## config.mk

```make
export PLATFORM = sky130hd
export DESIGN_NAME = ots_stop_ctrl
export DESIGN_NICKNAME = d
export VERILOG_FILES = /design/src/design/ots_pkg.sv /design/src/design/ots_stop_ctrl.sv /design/src/design/ots_sync.sv /design/src/design/ots_ahb_slv.sv
export SDC_FILE = /design/constraint.sdc
export NUM_CORES = 1
export LEC_CHECK = 0
export ABC_AREA = 0
export BUFFER_PORTS_ARGS = -buffer_cell sky130_fd_sc_hd__buf_2
export CAP_MARGIN = 10
export CORE_AREA = 2 2 99 101
export DETAILED_ROUTE_END_ITERATION = 10
export DIE_AREA = 0 0 101 103
export PLACE_DENSITY = 0.74
export SETUP_SLACK_MARGIN = 0.02
export SYNTH_ARGS = -nofsm -noshare
export SYNTH_HDL_FRONTEND = slang
export SYNTH_SLANG_ARGS = --single-unit
```

## constraint.sdc

```tcl
create_clock -name ref_clk -period 1.7 [get_ports ref_clk]
set_input_delay 0.17 -clock ref_clk [delete_from_list [all_inputs] [get_ports ref_clk]]
set_output_delay 0.17 -clock ref_clk [all_outputs]
set_load 0.02 [all_outputs]
```

## src/design/ots_pkg.sv

```systemverilog
`default_nettype none
package ots_pkg;
   // Register indices; the byte address is four times the index.
   localparam logic [15:0] OTS_IDX_BRAKE_SEL = 16'h2001;
   localparam logic [15:0] OTS_IDX_OT_SEL = 16'h2002;
   localparam logic [15:0] OTS_IDX_CTRL = 16'h2010;
   localparam logic [15:0] OTS_IDX_STATUS = 16'h2011;
   localparam logic [15:0] OTS_IDX_IRQ_STAT = 16'h2012;
   localparam logic [15:0] OTS_IDX_IRQ_EN = 16'h2013;
   localparam logic [15:0] OTS_IDX_IRQ_CLR = 16'h2014;
   localparam logic [15:0] OTS_IDX_TQ_LIM = 16'h240B;
   // Reset values and limits.
   localparam logic [7:0] OTS_OT_SEL_RST = 8'h02;
   localparam logic [7:0] OTS_OT_SEL_MAX = 8'h02;
   localparam logic [1:0] OTS_BRAKE_SEL_RST = 2'h0;
   localparam logic [15:0] OTS_TQ_LIM_RST = 16'h0064;
   // Overtravel select codes.
   localparam logic [7:0] OTS_OT_TORQUE = 8'h00;
   localparam logic [7:0] OTS_OT_BRAKE = 8'h01;
   localparam logic [7:0] OTS_OT_IGNORE = 8'h02;
   // Brake method codes.
   localparam logic [1:0] OTS_BRK_HOLD = 2'h0;
   localparam logic [1:0] OTS_BRK_RELEASE = 2'h1;
   localparam logic [1:0] OTS_BRK_COAST = 2'h2;
   localparam logic [1:0] OTS_BRK_COAST_HOLD = 2'h3;
   // Field positions.
   localparam int OTS_CTRL_EN = 0;
   localparam int OTS_IRQ_FAULT = 0;
   localparam int OTS_IRQ_OT = 1;
   localparam int OTS_IRQ_HALT = 2;
   localparam int OTS_N_IRQ = 3;
   localparam int OTS_ST_FWD = 0;
   localparam int OTS_ST_REV = 1;
   localparam int OTS_ST_FAULT = 2;
   localparam int OTS_ST_SERVO = 3;
   localparam int OTS_ST_BRAKE = 4;
   localparam int OTS_ST_TQLIM = 5;
   localparam int OTS_ST_STATE = 8;

   typedef enum logic [2:0] {
      OTS_OFF, OTS_ON, OTS_TQ_STOP, OTS_BR_STOP, OTS_HELD
   } ots_state_t;

   // Word index of a byte address.
   function automatic logic [15:0] ots_idx(input logic [31:0] a);
      return a[17:2];
   endfunction

   // True for an aligned address inside the index space.
   function automatic logic ots_ok(input logic [31:0] a);
      return (a[31:18] == 14'h0000) && (a[1:0] == 2'h0);
   endfunction
endpackage
`default_nettype wire

```

## src/design/ots_stop_ctrl.sv

```systemverilog
`timescale 1ns/1ps
`default_nettype none
module ots_stop_ctrl
   import ots_pkg::*;
(
   input wire logic ref_clk,
   input wire logic rst,
   input wire logic hsel,
   input wire logic [31:0] haddr,
   input wire logic [1:0] htrans,
   input wire logic hwrite,
   input wire logic [2:0] hsize,
   input wire logic [31:0] hwdata,
   input wire logic hready,
   output logic hreadyout,
   output logic hresp,
   output logic [31:0] hrdata,
   input wire logic forward_limit_input,
   input wire logic reverse_limit_input,
   input wire logic servo_fault,
   input wire logic motor_stopped,
   output logic servo_on,
   output logic short_circuit_brake,
   output logic torque_limit_active,
   output logic [15:0] torque_limit,
   output logic overtravel_display,
   output logic irq
);
   logic fwd_s, rev_s, ot_any, ot_eff;
   logic wr_en;
   logic [31:0] wr_addr;
   logic [31:0] rd_data;
   logic [15:0] wr_idx;
   logic wr_ok;

   // ***********************************************
   // Limit input synchronisers and bus slave.
   // ***********************************************
   ots_sync #(.WIDTH(2)) u_sync (
      .ref_clk(ref_clk),
      .rst(rst),
      .din({reverse_limit_input, forward_limit_input}),
      .dout({rev_s, fwd_s})
   );

   ots_ahb_slv u_slv (
      .ref_clk(ref_clk),
      .rst(rst),
      .hsel(hsel),
      .haddr(haddr),
      .htrans(htrans),
      .hwrite(hwrite),
      .hready(hready),
      .rd_data(rd_data),
      .hrdata(hrdata),
      .hreadyout(hreadyout),
      .hresp(hresp),
      .wr_en(wr_en),
      .wr_addr(wr_addr)
   );

   assign wr_idx = ots_idx(wr_addr);
   assign wr_ok = wr_en && ots_ok(wr_addr);

   // ***********************************************
   // Configuration registers.
   // ***********************************************
   logic [7:0] ot_sel_q, ot_sel_d;
   logic [1:0] brake_sel_q, brake_sel_d;
   logic [15:0] tq_lim_q, tq_lim_d;
   logic ctrl_en_q, ctrl_en_d;
   logic [OTS_N_IRQ-1:0] irq_en_q, irq_en_d;
   logic servo_on_q;

   always_comb begin
      ot_sel_d = ot_sel_q;
      brake_sel_d = brake_sel_q;
      tq_lim_d = tq_lim_q;
      ctrl_en_d = ctrl_en_q;
      irq_en_d = irq_en_q;
      // Stop selections are locked while the servo is on.
      if (wr_ok && !servo_on_q) begin
         if (wr_idx == OTS_IDX_OT_SEL && hwdata[7:0] <= OTS_OT_SEL_MAX) begin
            ot_sel_d = hwdata[7:0];
         end
         if (wr_idx == OTS_IDX_BRAKE_SEL) begin
            brake_sel_d = hwdata[1:0];
         end
      end
      if (wr_ok && wr_idx == OTS_IDX_TQ_LIM) begin
         tq_lim_d = hwdata[15:0];
      end
      if (wr_ok && wr_idx == OTS_IDX_CTRL) begin
         ctrl_en_d = hwdata[OTS_CTRL_EN];
      end
      if (wr_ok && wr_idx == OTS_IDX_IRQ_EN) begin
         irq_en_d = hwdata[OTS_N_IRQ-1:0];
      end
   end

   always_ff @(posedge ref_clk) begin
      if (rst) begin
         ot_sel_q <= OTS_OT_SEL_RST;
         brake_sel_q <= OTS_BRAKE_SEL_RST;
         tq_lim_q <= OTS_TQ_LIM_RST;
         ctrl_en_q <= 1'b0;
         irq_en_q <= '0;
      end else begin
         ot_sel_q <= ot_sel_d;
         brake_sel_q <= brake_sel_d;
         tq_lim_q <= tq_lim_d;
         ctrl_en_q <= ctrl_en_d;
         irq_en_q <= irq_en_d;
      end
   end

   // ***********************************************
   // Stop decision.
   // ***********************************************
   // Forward and reverse limits each mark overtravel; the stop does not depend on which one is active.
   assign ot_any = fwd_s || rev_s;
   assign ot_eff = ot_any && (ot_sel_q != OTS_OT_IGNORE);

   ots_state_t state_q, state_d;
   logic brake_q, brake_d;
   logic tqlim_q, tqlim_d;
   logic servo_on_d;
   logic disp_q, disp_d;

   always_comb begin
      state_d = state_q;
      case (state_q)
         OTS_OFF: begin
            if (ctrl_en_q && !servo_fault && !ot_eff) begin
               state_d = OTS_ON;
            end
         end
         OTS_ON: begin
            if (servo_fault) begin
               state_d = OTS_BR_STOP;
            end else if (ot_eff && ot_sel_q == OTS_OT_TORQUE) begin
               state_d = OTS_TQ_STOP;
            end else if (ot_eff && ot_sel_q == OTS_OT_BRAKE) begin
               state_d = OTS_BR_STOP;
            end else if (!ctrl_en_q) begin
               state_d = OTS_OFF;
            end
         end
         OTS_TQ_STOP: begin
            if (servo_fault) begin
               state_d = OTS_BR_STOP;
            end else if (!ot_eff) begin
               state_d = ctrl_en_q ? OTS_ON : OTS_OFF;
            end
         end
         OTS_BR_STOP: begin
            if (motor_stopped) begin
               state_d = OTS_HELD;
            end
         end
         OTS_HELD: begin
            if (!ctrl_en_q && !servo_fault && !ot_eff) begin
               state_d = OTS_OFF;
            end
         end
         default: state_d = OTS_OFF;
      endcase
      servo_on_d = (state_d == OTS_ON) || (state_d == OTS_TQ_STOP);
      tqlim_d = (state_d == OTS_TQ_STOP);
      // Braking is only ever applied in the two servo-off stop states.
      case (state_d)
         OTS_BR_STOP: brake_d = (brake_sel_q == OTS_BRK_HOLD) ||
                                (brake_sel_q == OTS_BRK_RELEASE);
         OTS_HELD: brake_d = (brake_sel_q == OTS_BRK_HOLD) ||
                             (brake_sel_q == OTS_BRK_COAST_HOLD);
         default: brake_d = 1'b0;
      endcase
      disp_d = ot_any;
   end

   always_ff @(posedge ref_clk) begin
      if (rst) begin
         state_q <= OTS_OFF;
         servo_on_q <= 1'b0;
         brake_q <= 1'b0;
         tqlim_q <= 1'b0;
         disp_q <= 1'b0;
      end else begin
         state_q <= state_d;
         servo_on_q <= servo_on_d;
         brake_q <= brake_d;
         tqlim_q <= tqlim_d;
         disp_q <= disp_d;
      end
   end

   assign servo_on = servo_on_q;
   assign short_circuit_brake = brake_q;
   assign torque_limit_active = tqlim_q;
   assign torque_limit = tq_lim_q;
   assign overtravel_display = disp_q;

   // ***********************************************
   // Interrupt status.
   // ***********************************************
   logic [OTS_N_IRQ-1:0] irq_st_q, irq_st_d, irq_ev, irq_clr;
   logic fault_prev_q, ot_prev_q;

   always_comb begin
      irq_ev = '0;
      // Limits raise their own event; they never touch the fault bit.
      irq_ev[OTS_IRQ_FAULT] = servo_fault && !fault_prev_q;
      irq_ev[OTS_IRQ_OT] = ot_any && !ot_prev_q;
      irq_ev[OTS_IRQ_HALT] = (state_d == OTS_HELD) && (state_q != OTS_HELD);
      irq_clr = '0;
      if (wr_ok && wr_idx == OTS_IDX_IRQ_CLR) begin
         irq_clr = hwdata[OTS_N_IRQ-1:0];
      end
      // A new event wins over a clear in the same cycle.
      irq_st_d = (irq_st_q & ~irq_clr) | irq_ev;
   end

   always_ff @(posedge ref_clk) begin
      if (rst) begin
         irq_st_q <= '0;
         fault_prev_q <= 1'b0;
         ot_prev_q <= 1'b0;
      end else begin
         irq_st_q <= irq_st_d;
         fault_prev_q <= servo_fault;
         ot_prev_q <= ot_any;
      end
   end

   assign irq = |(irq_st_q & irq_en_q);

   // ***********************************************
   // Read multiplexer.
   // ***********************************************
   always_comb begin
      rd_data = 32'h0000_0000;
      if (ots_ok(haddr)) begin
         case (ots_idx(haddr))
            OTS_IDX_OT_SEL: rd_data[7:0] = ot_sel_q;
            OTS_IDX_BRAKE_SEL: rd_data[1:0] = brake_sel_q;
            OTS_IDX_TQ_LIM: rd_data[15:0] = tq_lim_q;
            OTS_IDX_CTRL: rd_data[OTS_CTRL_EN] = ctrl_en_q;
            OTS_IDX_IRQ_STAT: rd_data[OTS_N_IRQ-1:0] = irq_st_q;
            OTS_IDX_IRQ_EN: rd_data[OTS_N_IRQ-1:0] = irq_en_q;
            OTS_IDX_STATUS: begin
               rd_data[OTS_ST_FWD] = fwd_s;
               rd_data[OTS_ST_REV] = rev_s;
               rd_data[OTS_ST_FAULT] = servo_fault;
               rd_data[OTS_ST_SERVO] = servo_on_q;
               rd_data[OTS_ST_BRAKE] = brake_q;
               rd_data[OTS_ST_TQLIM] = tqlim_q;
               rd_data[OTS_ST_STATE +: 3] = state_q;
            end
            default: rd_data = 32'h0000_0000;
         endcase
      end
   end
endmodule // ots_stop_ctrl
`default_nettype wire

```

## src/design/ots_sync.sv

```systemverilog
`timescale 1ns/1ps
`default_nettype none
module ots_sync #(
   parameter int WIDTH = 2
) (
   input wire logic ref_clk,
   input wire logic rst,
   input wire logic [WIDTH-1:0] din,
   output logic [WIDTH-1:0] dout
);
   logic [WIDTH-1:0] meta_q;
   logic [WIDTH-1:0] sync_q;

   // ***********************************************
   // Two flip-flops per bit; only the second is read.
   // ***********************************************
   genvar i;
   for (i = 0; i < WIDTH; i++) begin : g_bit
      always_ff @(posedge ref_clk) begin
         if (rst) begin
            meta_q[i] <= 1'b0;
            sync_q[i] <= 1'b0;
         end else begin
            meta_q[i] <= din[i];
            sync_q[i] <= meta_q[i];
         end
      end
   end
   assign dout = sync_q;
endmodule // ots_sync
`default_nettype wire

```

## src/design/ots_ahb_slv.sv

```systemverilog
`timescale 1ns/1ps
`default_nettype none
module ots_ahb_slv
   import ots_pkg::*;
(
   input wire logic ref_clk,
   input wire logic rst,
   input wire logic hsel,
   input wire logic [31:0] haddr,
   input wire logic [1:0] htrans,
   input wire logic hwrite,
   input wire logic hready,
   input wire logic [31:0] rd_data,
   output logic [31:0] hrdata,
   output logic hreadyout,
   output logic hresp,
   output logic wr_en,
   output logic [31:0] wr_addr
);
   logic acc;
   logic wr_q, wr_d;
   logic [31:0] wr_addr_q, wr_addr_d;
   logic [31:0] hrdata_q, hrdata_d;

   // Zero wait states; read data is captured at the address phase edge.
   assign acc = hsel && htrans[1] && hready;

   always_comb begin
      wr_d = acc && hwrite;
      wr_addr_d = acc ? haddr : wr_addr_q;
      hrdata_d = (acc && !hwrite) ? rd_data : hrdata_q;
   end

   always_ff @(posedge ref_clk) begin
      if (rst) begin
         wr_q <= 1'b0;
         wr_addr_q <= 32'h0000_0000;
         hrdata_q <= 32'h0000_0000;
      end else begin
         wr_q <= wr_d;
         wr_addr_q <= wr_addr_d;
         hrdata_q <= hrdata_d;
      end
   end

   assign wr_en = wr_q;
   assign wr_addr = wr_addr_q;
   assign hrdata = hrdata_q;
   assign hreadyout = 1'b1;
   assign hresp = 1'b0;
endmodule // ots_ahb_slv
`default_nettype wire

```

==> results.md <==
- Crit-path max cell delay: about 340 ps
- # port buffers: 94
- CTS tree: built
- Pwr Density: ~750 nW/µm²
- R2r startpoint: u_slv.wr_addr[23]$_SDFFE_PP0P_
- Layout Utilization: 0.585
- Synth area leaders: dfxtp_1, nand2_1, mux2i_1
- Drt pass-1 iters: 5
- Post-synth EDFFs: 0
- Skew-Pair Late Insertion Delay: 380 ps
- Vias in the first global route: roughly 3700
- Worst reg2reg endpoint: irq_en_q[1]$_SDFFE_PP0P_
- Final worst slack: -256 ps
- Status: complete, but fails checks
- DRC: 0
- Die Y: slightly above 100 µm
- Max IR drop VDD: 0.387 mV
- CTS clk-pin slew, worst paths: 100 ps
- Initial antenna violation count: 0
- ANT cells: 0
- Die area: ~10000 µm²
- Synth Cell Area: about 4100 µm²
- Total track usage: 0.230
- Total Power: ~4.2 mW
- CORE AREA: ~9500 µm²
- Top-level I/O count: ~130
- Nets: 705
- DP Wirelength: between 8000 and 9000 µm
- Skew final: 11.6 ps
- Post-synthesis register bit count: 94
- DR WL/cell: 16.4 µm
- Critical Path Start: u_slv.wr_addr[23]$_SDFFE_PP0P_
- Pleak: 2.32 nW
- Routed vias: between 4000 and 5000
- Endpoints failing setup: 33
- Syn Area/Cell: ~8.5 µm²
- Critical path buffer and inverter count: 3
- Post-DRT Antenna Nets: 0
- Post-Synthesis Cells: roughly 480
- Hold Fails Final Rpt: 0
- CTS root buffer: clkbuf_8
- Setup_tns: -4220 ps
- Slowest stage cell on the critical path: dfxtp_2
- CP Depth: 8
- Cells along the critical path: nor4_4 > nand4_1 > buf_6 > buf_4 > nor4_4 > buf_4 > mux2i_1 > nor2_1
- # Max-Cap Violations: 0
- WP data arrival: approximately 2200 ps
- CTS buffer count: 9
- Period utilisation layout: 1.15
- Total grt overflow: 0
- Placer Congestion: ~0.96
- Top_reg_cell synth: dfxtp_1
- Worst setup endpoint: irq_en_q[1]$_SDFFE_PP0P_
- Reg2Reg Depth: 8
- F_max: between 500 and 600 MHz
- Largest net degree at the start of global routing: 34
- Netlist cell types: 54
- Ys Warns: 0
- Top cell type's share of synthesized area: 0.456
- Unrepaired setup endpoints after global routing: true
- H-tree Lvls: 3
- Vias/cell: between 5 and 6
- Sequential area share after synthesis: 0.456
- Die width: slightly above 100 µm
- Count leader, synth: dfxtp_1
- Top cells by count, synth: dfxtp_1, nand2_1, a21oi_1
- Worst Setup End Kind: register
- Design Area, Final: between 5000 and 6000 µm²
- Share of layout cells above drive strength 1: 0.361
- Pins over their slew limit: 0
- Startpoint Class: register
- DRT iter0 DRCs: slightly above 300
- Setup CP Type: register to register
- Area growth from synthesis to layout: 34.2%
- Crit path max-delay family: simple AND/OR/NAND/NOR gates
- Initial Util: 0.436
- R2R setup slack: -260 ps
- Synth area leader: dfxtp_1
- Row cnt: 36
- Largest fanout on the critical path: 4
- Rel. slew slack: 0.482
- Worst Hold Class: input pin to register
- Worst-case clock buffer depth: 2
- DRT Wirelength: between 10000 and 15000 µm
- Clock sink count: 94
- Async set-or-reset flop fraction in the synthesized netlist: 0
- Min cycle time layout: a little under 2000 ps
- Violated checks: negative setup slack
- Post-DP Area: 4940 µm²
- First-pass GRT wire length: around 18000 µm
- Worst Tran Pin Value: between 700 and 800 ps
- CP required: 1960 ps
## power by group
group          total [mW]  switching (mW)  internal (mW)
sequential           2.26          0.0274           2.24
clock                1.51           0.823          0.688
combinational       0.384           0.238          0.147
total                4.16            1.09           3.07
## state kept, by name, summed over array words and instances (netlist names), 2 cells and up
| name | cells |
|---|---|
| state_q | 3 |
| irq_en_q | 3 |
| brake_sel_q | 2 |
| ot_sel_q | 8 |
| u_sync.dout | 2 |
| u_slv.hrdata | 16 |
| torque_limit | 16 |
| u_slv.wr_addr | 32 |
| irq_st_q | 3 |
| u_sync.meta_q | 2 |
## per-layer routing
| layer | share of wire | global-route usage | up-vias |
|---|---|---|---|
| met4 | 0.041 | 0.127 | 0 |
| met3 | 0.061 | 0.0393 | 36 |
| met5 | 0 | 0 | - |
| met1 | 0.43 | 0.298 | 1919 |
| met2 | 0.47 | 0.365 | 179 |
| li1 | - | - | 1968 |
## cells by family after synthesis
family	count (synthesis)	share of synthesized area
muxes	25	0.0610
xor gates and xnor gates	1	0.00212
other	2	0.00182
DFF	94	0.456
and+or+nand+nor	222	0.273
buffers and inverters	50	0.0674
AOI/OAI and AO/OA	90	0.139
## area by class of cell
cell class | instances | area (µm²)
Timing Repair Buffer | 157 | 1020
Inverter | 9 | 33.8
Multi-Input combinational cell | 356 | 2250
Sequential cell | 94 | 1890
Fill cell | 823 | 3930
Clock inverter | 7 | 71.3
Tap cell | 114 | 143
Clock buffer | 9 | 124
## worst min path at each step
stage                   startpoint                             end  depth (start not counted)
6_report                hwdata[14]   torque_limit[14]$_SDFFE_PP0P_                          3
5_1_grt                  haddr[13]  u_slv.wr_addr[13]$_SDFFE_PP0P_                          3
4_1_cts                 hwdata[11]   torque_limit[11]$_SDFFE_PP0P_                          3
3_5_place_dp   forward_limit_input     u_sync.meta_q[0]$_SDFF_PP0_                          2
3_3_place_gp   forward_limit_input     u_sync.meta_q[0]$_SDFF_PP0_                          2
2_1_floorplan  forward_limit_input     u_sync.meta_q[0]$_SDFF_PP0_                          1
## per-stage QoR
stage | hold slack, ps | setup slack [ps] | std cells
floorplan | 298 | -88.3 | 500
global route | 19.7 | -355 | 746
finish | 29.6 | -256 | 746
detailed placement | 387 | -197 | 714
CTS | 10.6 | -160 | 739
global placement | 377 | -146 | 714
## layout by cell type, fill, tap and decap left out, types with 14 or more instances in the layout
cell / Yosys / routed
buf_2: 0 / 93
nand2_1: 88 / 87
dfxtp_1: 94 / 85
buf_4: 19 / 50
a21oi_1: 42 / 38
nor2_1: 39 / 37
mux2i_1: 24 / 24
conb_1: 2 / 18
nor4_1: 20 / 14
a22oi_1: 14 / 14
## worst reg2reg max path: stages, from the launching register on
cell	delay (ps)
dfxtp_2	340
nor4_4	290
nand4_1	130
buf_6	160
buf_4	150
nor4_4	250
buf_4	180
mux2i_1	240
nor2_1	100
## timing repair
item                                   CTS  global route
hold buffers                             2             0
setup buffers                            5            10
endpoints found under the hold margin    2             0
cloned                                   2             0
setup endpoints to repair               38            40
pin swaps                               11            19
gates resized for setup                 31            32
(Power assumes the default switching activity.)
